==> src/logic/dpsc_cfg.svh <==
// Constants: register indices, field positions and reset values of the service block
// How it works
// A 16-bit host-alive counter reloads from a host value and counts down per exchange.
// Counter reaching zero returns slave to await-parameter and drops the master.
// Rearm bit set: next exchange telegram reloads the counter, then hardware clears rearm.
// Host sets rearm at power-up and periodically before the counter expires.
// Valid group-control telegram stores byte one in cell 3CH; group byte checked inside.
// Mode bit 8 picks interrupt on every group-control telegram or only on change.
// Host writes 00H into the group-control cell at power-up.
// Host enables Sync and Freeze in the first mode register before use.
// Command bits: Sync 5, Unsync 4, Freeze 3, Unfreeze 2, Clear_Data 1.
// Sync moves output transfer buffer onward; later outputs wait for next Sync.
// Input read request moves next input buffer to transfer only when new data exists.
// While freeze is active no input buffer exchange happens before sending.
// Output read request sends the host-held output buffer, sampled anew on each request.
// Host zero-fills its held output buffer during start-up.
// Configuration swap enable exchanges configuration and read-configuration buffers.
// Host issues go-offline when configuration changes during operation.
// Status byte 7: DPV1 7, Fail_Safe 6, Publisher 5, WD_Base 2, stop 1, start 0.
// Byte 8: alarm enables 7..2, zero 1, check mode 0; byte 9 fields as listed.
// Slave needs fail-safe but master lacks it: parameter fault flag is set; the code sets it only when DPV1 bit 7 is also set.
// Host packs structured parameter blocks and flags that with the structure bit.
// Host sets redundancy-command-supported in the first mode register.
// Clear_Data, power-up or drop-master clears the output transfer buffer and moves it.
// Host input swap command moves the host input buffer to the next position.
// Swap command read returns zeros in 7..4 and new host slot 01, 10 or 11.
`ifndef DPSC_CFG_SVH
`define DPSC_CFG_SVH
// Register word indices, byte address is four times the index
`define DPSC_IDX_DIN_SM     6'h08
`define DPSC_IDX_DIN_CMD    6'h09
`define DPSC_IDX_MODE0      6'h10
`define DPSC_IDX_MODE1      6'h11
`define DPSC_IDX_MODE2      6'h12
`define DPSC_IDX_HA_RELOAD  6'h13
`define DPSC_IDX_HA_COUNT   6'h14
`define DPSC_IDX_STATUS     6'h15
`define DPSC_IDX_PRM_EXT    6'h16
`define DPSC_IDX_GROUP      6'h17
`define DPSC_IDX_GC_CELL    6'h3C
// Mode bits
`define DPSC_M0_SYNC_EN     0
`define DPSC_M0_FREEZE_EN   1
`define DPSC_M0_FAILSAFE    2
`define DPSC_M0_REDUND      3
`define DPSC_M1_REARM       0
`define DPSC_M1_CFG_SWAP    1
`define DPSC_M1_GO_OFFLINE  2
`define DPSC_M2_GC_CHANGE   8
// Group-control command bits
`define DPSC_GC_SYNC        5
`define DPSC_GC_UNSYNC      4
`define DPSC_GC_FREEZE      3
`define DPSC_GC_UNFREEZE    2
`define DPSC_GC_CLEAR       1
// Parameter status bytes 7..9 packed as {byte9, byte8, byte7}
`define DPSC_P7_DPV1_EN     7
`define DPSC_P7_FAIL_SAFE   6
`define DPSC_P8_ZERO_BIT    9
`define DPSC_P9_STRUCT      19
// Reset values
`define DPSC_RST_RELOAD     16'hFFFF
`define DPSC_RST_COUNT      16'hFFFF
`define DPSC_SLOT_NIL       2'h0
`endif

==> src/logic/dpsc_pkg.sv <==
// Types shared by the service block modules
package dpsc_pkg;
    typedef enum logic [0:0] {AWAIT_PRM, CYCLIC_EXCH} dpsc_slave_t;
    typedef struct packed {
        logic [15:0] cnt;
        logic        expired;
    } dpsc_wd_t;
    typedef struct packed {
        logic [1:0] f_slot;
        logic [1:0] u_slot;
        logic [1:0] n_slot;
        logic [1:0] d_slot;
    } dpsc_din_t;
endpackage

==> src/logic/dpsc_links.sv <==
// Interfaces between the service core and its watchdog and input buffer helpers
`timescale 1ns/1ps
`default_nettype none
interface dpsc_wd_if;
    logic        dx;
    logic        rearm;
    logic [15:0] reload;
    logic        rearm_clr;
    logic        expired;
    logic [15:0] count;
    modport core (output dx, rearm, reload, input rearm_clr, expired, count);
    modport wdog (input dx, rearm, reload, output rearm_clr, expired, count);
endinterface
interface dpsc_din_if;
    logic       swap;
    logic       fetch;
    logic [1:0] preview;
    logic [7:0] sm;
    logic [1:0] send_slot;
    modport core (output swap, fetch, input preview, sm, send_slot);
    modport bufs (input swap, fetch, output preview, sm, send_slot);
endinterface
`default_nettype wire

==> src/logic/dpsc_watchdog.sv <==
// Host-alive counter decremented by cyclic exchange telegrams
`timescale 1ns/1ps
`include "dpsc_cfg.svh"
`default_nettype none
module dpsc_watchdog (
    // Clock and reset
    input  wire logic core_clk,
    input  wire logic arst_n,
    // Core side
    dpsc_wd_if.wdog   wd
);
    dpsc_pkg::dpsc_wd_t st;
    dpsc_pkg::dpsc_wd_t next_st;

    // Reload on rearm, otherwise count down to zero
    always_comb begin
        next_st = st;
        next_st.expired = 1'b0;
        if (wd.dx) begin
            if (wd.rearm) begin
                next_st.cnt = wd.reload;
            end else if (st.cnt != 16'h0000) begin
                next_st.cnt = st.cnt - 16'h0001;
                next_st.expired = (st.cnt == 16'h0001);
            end
        end
    end

    always_ff @(posedge core_clk or negedge arst_n) begin
        if (!arst_n) begin
            st <= '{cnt: `DPSC_RST_COUNT, expired: 1'b0};
        end else begin
            st <= next_st;
        end
    end

    // Outputs to the core
    assign wd.rearm_clr = wd.dx & wd.rearm;
    assign wd.expired   = st.expired;
    assign wd.count     = st.cnt;
endmodule // dpsc_watchdog
`default_nettype wire

==> src/logic/dpsc_din_bufs.sv <==
// Input buffer slot rotation among host, next, transfer and free positions
`timescale 1ns/1ps
`include "dpsc_cfg.svh"
`default_nettype none
module dpsc_din_bufs (
    // Clock and reset
    input  wire logic core_clk,
    input  wire logic arst_n,
    // Core side
    dpsc_din_if.bufs  din
);
    dpsc_pkg::dpsc_din_t st;
    dpsc_pkg::dpsc_din_t next_st;

    // Host swap first, then fetch of a pending next buffer
    always_comb begin
        next_st = st;
        if (din.swap) begin
            next_st.u_slot = (st.n_slot != `DPSC_SLOT_NIL) ? st.n_slot : st.f_slot;
            next_st.f_slot = (st.n_slot != `DPSC_SLOT_NIL) ? st.f_slot : `DPSC_SLOT_NIL;
            next_st.n_slot = st.u_slot;
        end
        if (din.fetch && next_st.n_slot != `DPSC_SLOT_NIL) begin
            next_st.f_slot = next_st.d_slot;
            next_st.d_slot = next_st.n_slot;
            next_st.n_slot = `DPSC_SLOT_NIL;
        end
    end

    always_ff @(posedge core_clk or negedge arst_n) begin
        if (!arst_n) begin
            st <= '{f_slot: 2'h3, u_slot: 2'h1, n_slot: 2'h0, d_slot: 2'h2};
        end else begin
            st <= next_st;
        end
    end

    // Slot views for the core
    assign din.preview   = (st.n_slot != `DPSC_SLOT_NIL) ? st.n_slot : st.f_slot;
    assign din.sm        = {st.f_slot, st.u_slot, st.n_slot, st.d_slot};
    assign din.send_slot = st.d_slot;
endmodule // dpsc_din_bufs
`default_nettype wire

==> src/logic/dpsc_core.sv <==
// Service core: register slave, group-control, host-alive, buffer and parameter handling
`timescale 1ns/1ps
`include "dpsc_cfg.svh"
`default_nettype none
module dpsc_core (
    // Clock and reset
    input  wire logic        core_clk,
    input  wire logic        arst_n,
    // Avalon-MM register slave
    input  wire logic [7:0]  avs_address,
    input  wire logic        avs_read,
    input  wire logic        avs_write,
    input  wire logic [31:0] avs_writedata,
    input  wire logic [3:0]  avs_byteenable,
    output logic [31:0]      avs_readdata,
    output logic             avs_waitrequest,
    // Telegram events from the bus receiver
    input  wire logic        dx_rx,
    input  wire logic        gc_rx,
    input  wire logic [7:0]  gc_cmd,
    input  wire logic [7:0]  gc_group,
    input  wire logic        rd_input_req,
    input  wire logic        rd_output_req,
    input  wire logic        prm_rx,
    input  wire logic [23:0] prm_status,
    input  wire logic        enter_exchange,
    // Output buffer handling
    input  wire logic [1:0]  dout_user_slot,
    output logic [1:0]       dout_send_slot,
    output logic             out_move,
    output logic             out_clear,
    // Input and configuration buffers
    output logic [1:0]       din_send_slot,
    output logic             cfg_swap,
    output logic             read_cfg_slot,
    // Slave state and events
    output logic             cyclic_exchange_state,
    output logic             drop_master_action,
    output logic             group_ctrl_irq,
    output logic             prm_fault
);
    typedef struct packed {
        logic                 wreq;
        logic [31:0]          rdata;
        logic [7:0]           gc_cell;
        logic [7:0]           gc_prev;
        logic                 gc_seen;
        logic [3:0]           mode0;
        logic [2:0]           mode1;
        logic                 mode2_chg;
        logic [15:0]          reload;
        logic [7:0]           group;
        logic [23:0]          prm;
        logic                 prm_fault;
        logic                 sync_mode;
        logic                 freeze_mode;
        dpsc_pkg::dpsc_slave_t slave;
        logic                 cfg_sel;
        logic                 cfg_swap;
        logic                 drop;
        logic                 out_move;
        logic                 out_clear;
        logic                 gc_irq;
        logic [1:0]           dout_slot;
        logic                 pwr_init;
    } dpsc_core_t;

    dpsc_core_t st;
    dpsc_core_t next_st;

    dpsc_wd_if  wd ();
    dpsc_din_if din ();

    // Helpers
    dpsc_watchdog u_wdog (
        .core_clk (core_clk),
        .arst_n   (arst_n),
        .wd       (wd.wdog)
    );
    dpsc_din_bufs u_din (
        .core_clk (core_clk),
        .arst_n   (arst_n),
        .din      (din.bufs)
    );

    // Byte-lane merge for register writes
    function automatic logic [31:0] merge(input logic [31:0] old_v, input logic [31:0] wd_v,
                                          input logic [3:0] be);
        logic [31:0] r;
        r = old_v;
        for (int i = 0; i < 4; i++) begin
            if (be[i]) begin
                r[8*i +: 8] = wd_v[8*i +: 8];
            end
        end
        return r;
    endfunction

    // Bus decode
    logic       req;
    logic       prep;
    logic       acc;
    logic       aligned;
    logic [5:0] idx;
    logic       wr;
    logic       gc_ok;
    logic       exch;
    logic [31:0] wmrg;

    assign req     = avs_read | avs_write;
    assign prep    = req & st.wreq;
    assign acc     = req & ~st.wreq;
    assign aligned = (avs_address[1:0] == 2'h0);
    assign idx     = avs_address[7:2];
    assign wr      = acc & avs_write & aligned;
    assign exch    = (st.slave == dpsc_pkg::CYCLIC_EXCH);
    assign gc_ok   = gc_rx & ((gc_group == 8'h00) | ((gc_group & st.group) != 8'h00));

    // Helper inputs
    assign wd.dx     = dx_rx & exch;
    assign wd.rearm  = st.mode1[`DPSC_M1_REARM];
    assign wd.reload = st.reload;
    assign din.swap  = acc & avs_read & aligned & (idx == `DPSC_IDX_DIN_CMD);
    assign din.fetch = (rd_input_req | dx_rx | (gc_ok & gc_cmd[`DPSC_GC_FREEZE]))
                       & ~st.freeze_mode;

    // Read data mux
    function automatic logic [31:0] rd_mux(input dpsc_core_t s, input logic [5:0] i,
                                           input logic [1:0] pv, input logic [7:0] sm,
                                           input logic [15:0] cnt);
        logic [31:0] r;
        r = 32'h0000_0000;
        unique case (i)
            `DPSC_IDX_DIN_SM:    r[7:0] = sm;
            `DPSC_IDX_DIN_CMD:   r[1:0] = pv;
            `DPSC_IDX_MODE0:     r[3:0] = s.mode0;
            `DPSC_IDX_MODE1:     r[2:0] = s.mode1;
            `DPSC_IDX_MODE2:     r[`DPSC_M2_GC_CHANGE] = s.mode2_chg;
            `DPSC_IDX_HA_RELOAD: r[15:0] = s.reload;
            `DPSC_IDX_HA_COUNT:  r[15:0] = cnt;
            `DPSC_IDX_STATUS:    r[4:0] = {s.cfg_sel, s.prm_fault, s.freeze_mode,
                                           s.sync_mode, (s.slave == dpsc_pkg::CYCLIC_EXCH)};
            `DPSC_IDX_PRM_EXT:   r[23:0] = s.prm;
            `DPSC_IDX_GROUP:     r[7:0] = s.group;
            `DPSC_IDX_GC_CELL:   r[7:0] = s.gc_cell;
            default:             r = 32'h0000_0000;
        endcase
        return r;
    endfunction

    // Next-state logic
    always_comb begin
        next_st = st;
        wmrg = merge(32'h0000_0000, avs_writedata, avs_byteenable);
        next_st.wreq      = ~prep;
        next_st.cfg_swap  = 1'b0;
        next_st.drop      = 1'b0;
        next_st.out_move  = 1'b0;
        next_st.out_clear = 1'b0;
        next_st.gc_irq    = 1'b0;
        next_st.pwr_init  = 1'b0;

        // Read data prepared one cycle before the accepting edge
        if (prep) begin
            next_st.rdata = (avs_read & aligned) ?
                            rd_mux(st, idx, din.preview, din.sm, wd.count) : 32'h0000_0000;
        end

        // Software writes
        if (wr) begin
            unique case (idx)
                `DPSC_IDX_MODE0: begin
                    wmrg = merge({28'h0, st.mode0}, avs_writedata, avs_byteenable);
                    next_st.mode0 = wmrg[3:0];
                end
                `DPSC_IDX_MODE1: begin
                    wmrg = merge({29'h0, st.mode1}, avs_writedata, avs_byteenable);
                    next_st.mode1 = wmrg[2:0];
                end
                `DPSC_IDX_MODE2: begin
                    if (avs_byteenable[1]) begin
                        next_st.mode2_chg = avs_writedata[`DPSC_M2_GC_CHANGE];
                    end
                end
                `DPSC_IDX_HA_RELOAD: begin
                    wmrg = merge({16'h0, st.reload}, avs_writedata, avs_byteenable);
                    next_st.reload = wmrg[15:0];
                end
                `DPSC_IDX_STATUS: begin
                    if (avs_byteenable[0] && avs_writedata[3]) begin
                        next_st.prm_fault = 1'b0;
                    end
                end
                `DPSC_IDX_GROUP: begin
                    if (avs_byteenable[0]) begin
                        next_st.group = avs_writedata[7:0];
                    end
                end
                `DPSC_IDX_GC_CELL: begin
                    if (avs_byteenable[0]) begin
                        next_st.gc_cell = avs_writedata[7:0];
                    end
                end
                default: begin
                    next_st.group = st.group;
                end
            endcase
        end

        // Rearm cleared by hardware unless software rewrites mode 1 in the same cycle
        if (wd.rearm_clr && !(wr && idx == `DPSC_IDX_MODE1)) begin
            next_st.mode1[`DPSC_M1_REARM] = 1'b0;
        end

        // Configuration buffer exchange
        if (st.mode1[`DPSC_M1_CFG_SWAP] && !(wr && idx == `DPSC_IDX_MODE1)) begin
            next_st.mode1[`DPSC_M1_CFG_SWAP] = 1'b0;
            next_st.cfg_swap = 1'b1;
            next_st.cfg_sel  = ~st.cfg_sel;
        end

        // Cyclic output data moves unless sync mode holds it
        if (dx_rx && exch && !st.sync_mode) begin
            next_st.out_move = 1'b1;
        end

        // Group-control telegram: store, decode commands, raise interrupt
        if (gc_ok) begin
            next_st.gc_cell = gc_cmd;
            next_st.gc_prev = gc_cmd;
            next_st.gc_seen = 1'b1;
            next_st.gc_irq  = ~st.mode2_chg | ~st.gc_seen | (gc_cmd != st.gc_prev);
            if (st.mode0[`DPSC_M0_SYNC_EN]) begin
                if (gc_cmd[`DPSC_GC_SYNC]) begin
                    next_st.sync_mode = 1'b1;
                    next_st.out_move  = 1'b1;
                end else if (gc_cmd[`DPSC_GC_UNSYNC]) begin
                    next_st.sync_mode = 1'b0;
                    next_st.out_move  = 1'b1;
                end
            end
            if (st.mode0[`DPSC_M0_FREEZE_EN]) begin
                if (gc_cmd[`DPSC_GC_FREEZE]) begin
                    next_st.freeze_mode = 1'b1;
                end else if (gc_cmd[`DPSC_GC_UNFREEZE]) begin
                    next_st.freeze_mode = 1'b0;
                end
            end
            if (gc_cmd[`DPSC_GC_CLEAR]) begin
                next_st.out_clear = 1'b1;
                next_st.out_move  = 1'b1;
            end
        end

        // Output read request samples the host-held buffer every time
        if (rd_output_req) begin
            next_st.dout_slot = dout_user_slot;
        end

        // Parameter status bytes and fail-safe check
        if (prm_rx) begin
            next_st.prm = prm_status;
            next_st.prm[`DPSC_P8_ZERO_BIT] = 1'b0;
            if (prm_status[`DPSC_P7_DPV1_EN] && st.mode0[`DPSC_M0_FAILSAFE]
                && !prm_status[`DPSC_P7_FAIL_SAFE]) begin
                next_st.prm_fault = 1'b1;
            end
        end

        // Slave state: enter exchange, leave on expiry or go-offline
        if (enter_exchange) begin
            next_st.slave = dpsc_pkg::CYCLIC_EXCH;
        end
        if (st.mode1[`DPSC_M1_GO_OFFLINE]) begin
            next_st.mode1[`DPSC_M1_GO_OFFLINE] = 1'b0;
            next_st.slave = dpsc_pkg::AWAIT_PRM;
            next_st.drop  = exch;
        end
        if (wd.expired) begin
            next_st.slave = dpsc_pkg::AWAIT_PRM;
            next_st.drop  = 1'b1;
        end
        if (next_st.drop || st.pwr_init) begin
            next_st.out_clear = 1'b1;
            next_st.out_move  = 1'b1;
        end
    end

    // State register
    always_ff @(posedge core_clk or negedge arst_n) begin
        if (!arst_n) begin
            st <= '{wreq: 1'b1, reload: `DPSC_RST_RELOAD, slave: dpsc_pkg::AWAIT_PRM,
                    pwr_init: 1'b1, default: '0};
        end else begin
            st <= next_st;
        end
    end

    // Outputs straight from flip-flops
    assign avs_readdata          = st.rdata;
    assign avs_waitrequest       = st.wreq;
    assign dout_send_slot        = st.dout_slot;
    assign out_move              = st.out_move;
    assign out_clear             = st.out_clear;
    assign din_send_slot         = din.send_slot;
    assign cfg_swap              = st.cfg_swap;
    assign read_cfg_slot         = st.cfg_sel;
    assign cyclic_exchange_state = exch;
    assign drop_master_action    = st.drop;
    assign group_ctrl_irq        = st.gc_irq;
    assign prm_fault             = st.prm_fault;
endmodule // dpsc_core
`default_nettype wire

==> config.mk <==
export PLATFORM = sky130hd
export DESIGN_NAME = dpsc_core
export DESIGN_NICKNAME = d
export VERILOG_FILES = /design/src/logic/dpsc_pkg.sv /design/src/logic/dpsc_links.sv /design/src/logic/dpsc_watchdog.sv /design/src/logic/dpsc_din_bufs.sv /design/src/logic/dpsc_core.sv
export VERILOG_INCLUDE_DIRS = /design/src /design/src/logic
export SDC_FILE = /design/constraint.sdc
export NUM_CORES = 1
export LEC_CHECK = 0
export ABC_AREA = 1
export BUFFER_PORTS_ARGS = -buffer_cell sky130_fd_sc_hd__buf_2
export CAP_MARGIN = 10
export CORE_MARGIN = 4
export CORE_UTILIZATION = 48
export CTS_CLUSTER_SIZE = 10
export DETAILED_ROUTE_END_ITERATION = 6
export GPL_TIMING_DRIVEN = 0
export MAX_ROUTING_LAYER = met4
export PLACE_DENSITY = 0.74
export RECOVER_POWER = 25
export SLEW_MARGIN = 20
export SYNTH_ARGS = -nofsm -noshare
export SYNTH_HDL_FRONTEND = slang
export SYNTH_SLANG_ARGS = --single-unit
==> constraint.sdc <==
create_clock -name core_clk -period 3.1 [get_ports core_clk]
set_clock_uncertainty 0.1 [all_clocks]
set_input_delay 0.31 -clock core_clk [delete_from_list [all_inputs] [get_ports core_clk]]
set_output_delay 0.31 -clock core_clk [all_outputs]
set_load 0.05 [all_outputs]
Yosys cells after proc, flatten, opt, wreduce, memory -nomap -nowiden

Cells that the tools add are included.

Bits of input ports: 96
Register bits: 143
Logic and storage cells: 179
Output and inout bits: 45

Eq/ne operators: 14
Multiplexer cells: 57
Reductions and logical operators: 49
$add $sub $neg: 1
Bitwise logic cells: 26

Operator list:

| kind                                                 | number |
|---|---|
| two-way mux 8 bit                                    | 8 |
| equality test 6 x 5 -> 1 bit, second input constant  | 8 |
| nonzero test 2 bit                                   | 18 |
| two-way mux 17 bit                                   | 2 |
| AND reduction 3 bit                                  | 11 |
| two-way mux 16 bit                                   | 2 |
| two-way mux 28 bit                                   | 1 |
| two-way mux 1 bit                                    | 26 |
| two-way mux 24 bit                                   | 1 |
| case mux 7 bit (3 select lines)                      | 1 |
| case mux 2 bit (10 select lines)                     | 1 |
| case mux 3 bit (6 select lines)                      | 1 |
| equality test 16 x 1 -> 1 bit, second input constant | 1 |
| nonzero test 16 bit                                  | 1 |
| subtractor 16 x 1 -> 16 bit, second input constant   | 1 |
| AND 1 bit                                            | 13 |
| equality test 6 x 4 -> 1 bit, second input constant  | 2 |
| two-way mux 2 bit                                    | 5 |
| logical AND 1 bit                                    | 9 |
| two-way mux 3 bit                                    | 3 |
| case mux 1 bit (9 select lines)                      | 1 |
| AND 8 bit                                            | 1 |
| logical NOT 8 bit                                    | 1 |
| != test 8 bit                                        | 1 |
| other kinds (15)                                     | 28 |

Depth between registers and ports, before layout

Gate-level depths: netlist (run 1).

Word-level depth: 10
Mapped depth: 12
Mapped depth without buffers: 12

Cells and area by module

From an unflattened synthesis (run 1), not the netlist that was laid out.

Cells, all modules: 977
Area total of the unflattened synthesis: 7392.1 um^2

By module, submodules not included:

| module        | sequential area each (um^2) | cells an instance | instances | area each (um^2) |
|---|---|---|---|---|
| dpsc_core     | 2775.2                      | 720               | 1         | 5674.2 |
| dpsc_watchdog | 445.4                       | 213               | 1         | 1336.3 |
| dpsc_din_bufs | 205.2                       | 44                | 1         | 381.6 |

Least setup slack after synthesis (run 1)

No wires, ideal clock.

Kind: register to register
From: reg st (netlist bit avs_waitrequest)
To: reg st[37] (netlist name)
Stages on the path, launching flop included: 10
Period minus slack after synthesis: 1.818 ns
Slack: 1.282 ns
Path buffers: 1
Data required time: 2.924 ns
Library setup time: 0.076 ns
Data arrival time: 1.642 ns
Cell sequence: dfstp_2 -> inv_1 -> nand3_1 -> inv_1 -> nand2_1 -> inv_1 -> nand3_1 -> buf_2 -> nand2_1 -> o21ai_1

Cells in the longest elaborated chain, start to end: 5

Ends and longest elaborated chain:

| element                              | line             | source |
|---|---|---|
| from (decl)                          | dpsc_core.sv:68  | `dpsc_core_t st;` |
| from (signal assigned)               | dpsc_core.sv:292 | `` st <= '{wreq: 1'b1, reload: `DPSC_RST_RELOAD, slave: dpsc_pkg::AWAIT_PRM, `` |
| from (signal assigned)               | dpsc_core.sv:295 | `st <= next_st;` |
| NOT 1 bit                            | dpsc_core.sv:112 | `assign acc = req & ~st.wreq;` |
| AND 1 bit                            | dpsc_core.sv:112 |  |
| AND 1 bit (2 in a row)               | dpsc_core.sv:115 | `assign wr = acc & avs_write & aligned;` |
| AND reduction 3 bit (no source line) | -                |  |

Every way passes these cells.
A chain may end at the register's enable or synchronous reset.

==> impl_metrics.json, run 1 <==
{
  "grtUsageTotal": 0.254,
  "die-area_mm2": 0.0166,
  "hold_path.class": "input port to register",
  "ys_ff_latch": 135,
  "layout_min_cycle_time_ns": 2.09,
  "tns_ns": 0,
  "holdWs_ns": 0.000351,
  "die-height_um": 129,
  "relSlewSlack": 0.127,
  "initial_core_util": 0.499,
  "ctsResizeCount": 0,
  "fmax_mhz": 479,
  "min_period_over_period": 0.673,
  "htree_levels": 4,
  "worst_ir_drop_vdd_mv": 0.413,
  "synthTopCellsByArea": "dfrtp_1 35%, dfstp_2 14%, nand2_1 12%",
  "tightest_slew_ns": 1.31,
  "endpoint_kind": "async pin",
  "drt-initial-drc-count": 499,
  "clk_latency_ns": 0.43,
  "grt_pass1_vias": 6070,
  "final_cells": 1211,
  "drt-vias-per-instance": 5.21,
  "grt_max_degree": 97,
  "path_max_fanout": 96,
  "synth_area_per_cell_um2": 8.06,
  "min_path_cells": 3,
  "post-route-util": 0.602,
  "gp_congestion": 0.938,
  "dr.pass1.iters": 6,
  "reg2regPathDepth": 9,
  "grt_pass1_wl_um": 31500,
  "clockBufferDepth": 2,
  "dieWidth_um": 129,
  "synth_top_area_frac": 0.345,
  "syn-instance-count": 872,
  "ctsRootBufferMaster": "clkbuf_16",
  "antenna_cells": 0,
  "critPathMaxStageDelay_ns": 1.03,
  "antenna_left": 0,
  "drv_cap": 0,
  "cp.depth": 3,
  "crit_arrival_ns": 2.31,
  "port-buffer-count": 112,
  "yosysTopAreaCell": "dfrtp_1",
  "num_io_pins": 141,
  "vias": 6309,
  "fp-row-count": 43,
  "power_density_mw_per_mm2": 626,
  "antenna_found_initial": 0,
  "synth_area_mm2": 0.00703,
  "finalNetCount": 1117,
  "synth-seq-area-share": 0.487,
  "critPathKind": "input port to async pin",
  "finalMaxSlewViolations": 0,
  "worst_path_dominant_cell_family": "buffers and inverters",
  "dp_hpwl_um": 14800,
  "crit_chain": "dlygate4sd3_1 > buf_8 > clkbuf_4",
  "clk_pin_slew_ns": 0.05,
  "hold_viol": 0,
  "core_mm2": 0.0141,
  "leakage_nw": 4.36,
  "yosys_warnings": 0,
  "wirelength_um": 19500,
  "wire_per_inst_um": 16.1,
  "rsz0062_at_grt": "false",
  "crit_buf_inv": 3,
  "dp.cells": 1173,
  "grt.overflow.total": 0,
  "cts_sinks": 135,
  "slowest_stage": "clkbuf_4",
  "layout-drive-gt1-share": 0.251,
  "outcome": "complete, no violations",
  "tritoncts": "yes",
  "drc": 0,
  "start_kind": "input port",
  "synth_cell_type_count": 44,
  "numCtsBuffers": 17,
  "r2r-start": "u_wdog.wd.count[0]$_DFFE_PN1P_",
  "setup_viol": 0,
  "crit_start": "arst_n",
  "hold_start": "prm_status[23]",
  "cp.required_ns": 3.32,
  "area_growth_pct": 20.7
}
-- logic make-up after synthesis --
kind of cell	after synthesis	share of synthesized area
buffers and inverters	164	0.111
AOI/OAI and AO/OA	158	0.122
xor gates and xnor gates	12	0.0150
adders and majority gates	3	0.00534
and+or+nand+nor	388	0.239
other	1	0.000533
DFF	135	0.487
muxes	11	0.0198
-- flip-flops by register name, summed over array words and instances (netlist names), 2 cells and up --
| name | flops |
|---|---|
| u_din.din.sm | 6 |
| u_wdog.wd.count | 16 |
| st | 59 |
| wd.reload | 16 |
| u_din.din.send_slot | 2 |
| avs_readdata | 24 |
| dout_send_slot | 2 |
-- metal layers --
metal / vias to the layer above / GRT usage / part of all wire
met5: - / - / 0
met4: 0 / 0.114 / 0.035
met3: 44 / 0.0511 / 0.082
met2: 270 / 0.365 / 0.43
met1: 2927 / 0.348 / 0.45
li1: 3068 / - / -
-- path summary, 6_finish.rpt --
check,slack [ns],end
setup / recovery,1.01,prm_fault$_DFF_PN0_
hold / removal,0.0004,st[36]$_DFFE_PN0P_
setup reg to reg,1.01,u_wdog.wd.count[11]$_DFFE_PN1P_
hold reg to reg,0.34,cyclic_exchange_state$_DFFE_PN0P_
max in group core_clk,1.01,u_wdog.wd.count[11]$_DFFE_PN1P_
min in group asynchronous,0.25,dout_send_slot[1]$_DFFE_PN0P_
-- layout make-up --
cell class	count	area, um^2
flip-flops and latches	135	3430
inverters	109	413
clock buffers	28	497
multi-input cells	581	2850
plain buffers	55	367
well taps	180	225
fillers	1287	5610
repair buffers	119	638
clock inverters	4	70.1
-- timing repair --
| item | in CTS | in global routing |
|---|---|---|
| hold endpoints to repair | 44 | 0 |
| hold buffers | 6 | 0 |
| buffers inserted | 0 | 0 |
-- cells in the final DEF (no fill, tap or decap), drive strengths merged, types with 8 or more instances in the layout --
cell type,instances
o22ai,15
dfrtp,97
nor2,71
o21ai,98
nand3,55
conb,9
xor2,11
dfstp,38
a21oi,28
mux2,11
nand2,239
inv,107
buf,158
nor3,10
clkbuf,38
nand4,8
-- worst min-delay path, stage by stage --
cell and delay [ns]:
buf_2 0.07, nand2_1 0.04, o21ai_0 0.07
-- per-stage QoR --
step	total power, mW	setup WS [ns]	cell area [um^2]
2_1_floorplan	3.01	1.28	7060
3_3_place_gp	3.33	-0.182	7850
3_5_place_dp	3.36	1.05	7880
4_1_cts	5.32	1.05	8510
5_1_grt	5.61	0.687	8490
6_report	5.31	1.01	8490
-- synthesized netlist by cell type (all sizes together) --
library cell	count
a21o	1
a21oi	28
a22o	1
a22oi	6
a31oi	2
buf	46
clkbuf	9
clkinv	2
conb	1
dfrtp	97
dfstp	38
ha	3
inv	107
mux2	11
nand2	239
nand3	55
nand4	8
nor2	71
nor3	10
nor4	3
o2111ai	1
o211ai	3
o21ai	98
o221ai	2
o22ai	15
o32ai	1
or2	2
xnor2	1
xor2	11
-- power by group --
part           internal [mW]  switching, mW
clock                   1.24          0.713
combinational          0.378          0.719
sequential              2.08          0.177
Power figures use the tool's default switching activity.
==> run 2: changes to the inputs <==
PLACE_DENSITY = 0.77   (was 0.74)
clock period = 1.73 ns   (was 3.1 ns; I/O delays follow)
==> run 2 against run 1 <==
Non-clock buffer count rose by 66. Final area increased by 11%. Sequential cell count unchanged. Register-to-register slack worse by 0.98 ns. Largest cell class unchanged. Highest routed layer unchanged. First-iteration DRC count is 40% higher. Total power increased by 93%. Combinational power increased by 110%. Worst hold slack gained 0.040 ns. Largest power group unchanged. Routed wire length is 10% higher. Via count up 6.5%. Sequential power grew 82%. Die area stayed put.
==> impl_metrics.json, run 2 (synthesized netlist as in run 1, its figures left out) <==
{
  "outcome": "complete, no violations",
  "initial_core_util": 0.499,
  "min_period_over_period": 0.982,
  "crit_buf_inv": 3,
  "wl_met2_um": 10100,
  "grt.overflow.total": 0,
  "top_register": "st",
  "r2r_end": "u_wdog.wd.count[4]$_DFFE_PN1P_",
  "dp.cells": 1173,
  "finalNetCount": 1183,
  "gp_congestion": 0.973,
  "endpoint_kind": "register",
  "cp.required_ns": 1.97,
  "dr.pass1.iters": 5,
  "slowest_stage": "dfstp_2",
  "largest_reg_flops": 59,
  "drt-initial-drc-count": 699,
  "grt_pass1_vias": 6376,
  "htree_levels": 4,
  "dp_hpwl_um": 14900,
  "hold_path.class": "input port to register",
  "final_cells": 1278,
  "grtUsageTotal": 0.265,
  "antenna_found_initial": 1,
  "critPathMaxStageDelay_ns": 0.57,
  "placed_area_mm2": 0.00789,
  "critPathKind": "register to register",
  "path_common_cell": "inv_4",
  "clk_pin_slew_ns": 0.06,
  "numCtsBuffers": 17,
  "dieWidth_um": 129,
  "setup_viol": 0,
  "path_max_fanout": 7,
  "port-buffer-count": 112,
  "drv_cap": 0,
  "r2r_slack_ns": 0.03,
  "drc": 0,
  "fillers": 1143,
  "worst_path_dominant_cell_family": "flip-flops",
  "final_cell_mix": "223 x nand2_1, 114 x buf_2, 97 x dfrtp_1",
  "drt-vias-per-instance": 5.26,
  "die-height_um": 129,
  "vias": 6719,
  "grt_pass1_wl_um": 33000,
  "fmax_mhz": 589,
  "power_density_mw_per_mm2": 1090,
  "clk_latency_ns": 0.42,
  "relSlewSlack": 0.432,
  "ctsRootBufferMaster": "clkbuf_16",
  "min_path_cells": 4,
  "wl_met1_um": 9240,
  "antenna_left": 0,
  "layout_min_cycle_time_ns": 1.70,
  "finalMaxSlewViolations": 0,
  "core_mm2": 0.0141,
  "rsz0062_at_grt": "true",
  "hold_start": "gc_rx",
  "hold_end": "st[78]$_DFFE_PN0P_",
  "tritoncts": "yes",
  "hold_viol": 0,
  "layout-drive-gt1-share": 0.298,
  "tightest_slew_ns": 0.853,
  "wirelength_um": 21500,
  "met3_length_um": 1680,
  "wire_per_inst_um": 16.8,
  "r2r-start": "u_wdog.wd.count[0]$_DFFE_PN1P_",
  "num_io_pins": 141,
  "cts_sinks": 135,
  "dr.max_layer_used": "met4",
  "die-area_mm2": 0.0166,
  "multi_input_area_mm2": 0.00302,
  "clockBufferDepth": 2,
  "fp-row-count": 43,
  "crit_arrival_ns": 1.94,
  "grt_max_degree": 94,
  "area_growth_pct": 34.1,
  "start_kind": "register",
  "reg2regPathDepth": 9,
  "crit_chain": "inv_4 > ha_4 > inv_4 > nor3_2 > nand3_1 > nand2_4 > buf_8 > a21oi_1 > a22oi_1",
  "final_common_cell": "nand2_1",
  "worst_ir_drop_vdd_mv": 0.813,
  "finalInstanceArea_mm2": 0.00942,
  "layout.area.seq_mm2": 0.00343,
  "leakage_nw": 4.73
}
==> run 2: worst min-delay path, cell delays in order <==
cell and delay, ns:
buf_2 0.10, nand2_2 0.08, nand3_1 0.09, nand3_1 0.07
==> run 2: per-stage QoR <==
step           utilization  worst slack (ns)  TNS (ns)  power, mW  hold slack, ns
2_1_floorplan            -           0.00460         0       5.39          -0.223
3_3_place_gp         0.557             -1.42   -166.53       5.96           0.284
3_5_place_dp         0.560            -0.264     -5.72       6.01         -0.0170
4_1_cts              0.651          -0.00383  -0.00383       9.93          0.0318
5_1_grt              0.668           -0.0548    -0.187       10.7          0.0523
6_report             0.668            0.0310         0       10.2          0.0405
==> run 2: area by class of cell <==
type	instances	share of cell area
tap	180	0.0239
multi-input combinational	581	0.320
buffer	54	0.0413
sequential	135	0.364
antenna	1	0.000266
clock inverter	8	0.0125
clock buffer	24	0.0532
timing repair buffer	186	0.139
inverter	109	0.0461
==> run 2: worst max path at each step <==
| stage | end | from | depth (start not counted) | slack [ns] |
|---|---|---|---|---|
| after floorplan | wd.reload[6]$_DFFE_PN1P_ | avs_waitrequest$_DFF_PN1_ | 9 | 0.005 |
| after global placement | st[73]$_DFFE_PN0N_ | arst_n | 1 | -1.42 |
| after detailed placement | u_wdog.wd.count[4]$_DFFE_PN1P_ | u_wdog.wd.count[0]$_DFFE_PN1P_ | 9 | -0.26 |
| after CTS | st[67]$_DFFE_PN0P_ | avs_waitrequest$_DFF_PN1_ | 8 | -0.004 |
| after global routing | u_wdog.wd.count[4]$_DFFE_PN1P_ | u_wdog.wd.count[0]$_DFFE_PN1P_ | 9 | -0.05 |
| final | u_wdog.wd.count[4]$_DFFE_PN1P_ | u_wdog.wd.count[0]$_DFFE_PN1P_ | 9 | 0.03 |
==> run 2: layer usage <==
| metal | global-route usage | vias up |
|---|---|---|
| met5 | - | - |
| met4 | 0.0766 | 0 |
| met3 | 0.0532 | 33 |
| met2 | 0.414 | 356 |
| met1 | 0.353 | 3128 |
| li1 | - | 3202 |
==> run 2: where the power goes <==
part | internal [mW] | switching [mW]
sequential | 3.73 | 0.378
combinational | 0.907 | 1.45
clock | 2.45 | 1.33
==> run 2: timing repair <==
action | CTS | global route
setup buffers | 6 | 12
cloned | 0 | 2
hold buffers | 53 | 0
resized for setup | 32 | 38
endpoints found under the setup margin | 45 | 48
hold endpoints to repair | 178 | 0
pin swaps | 2 | 11
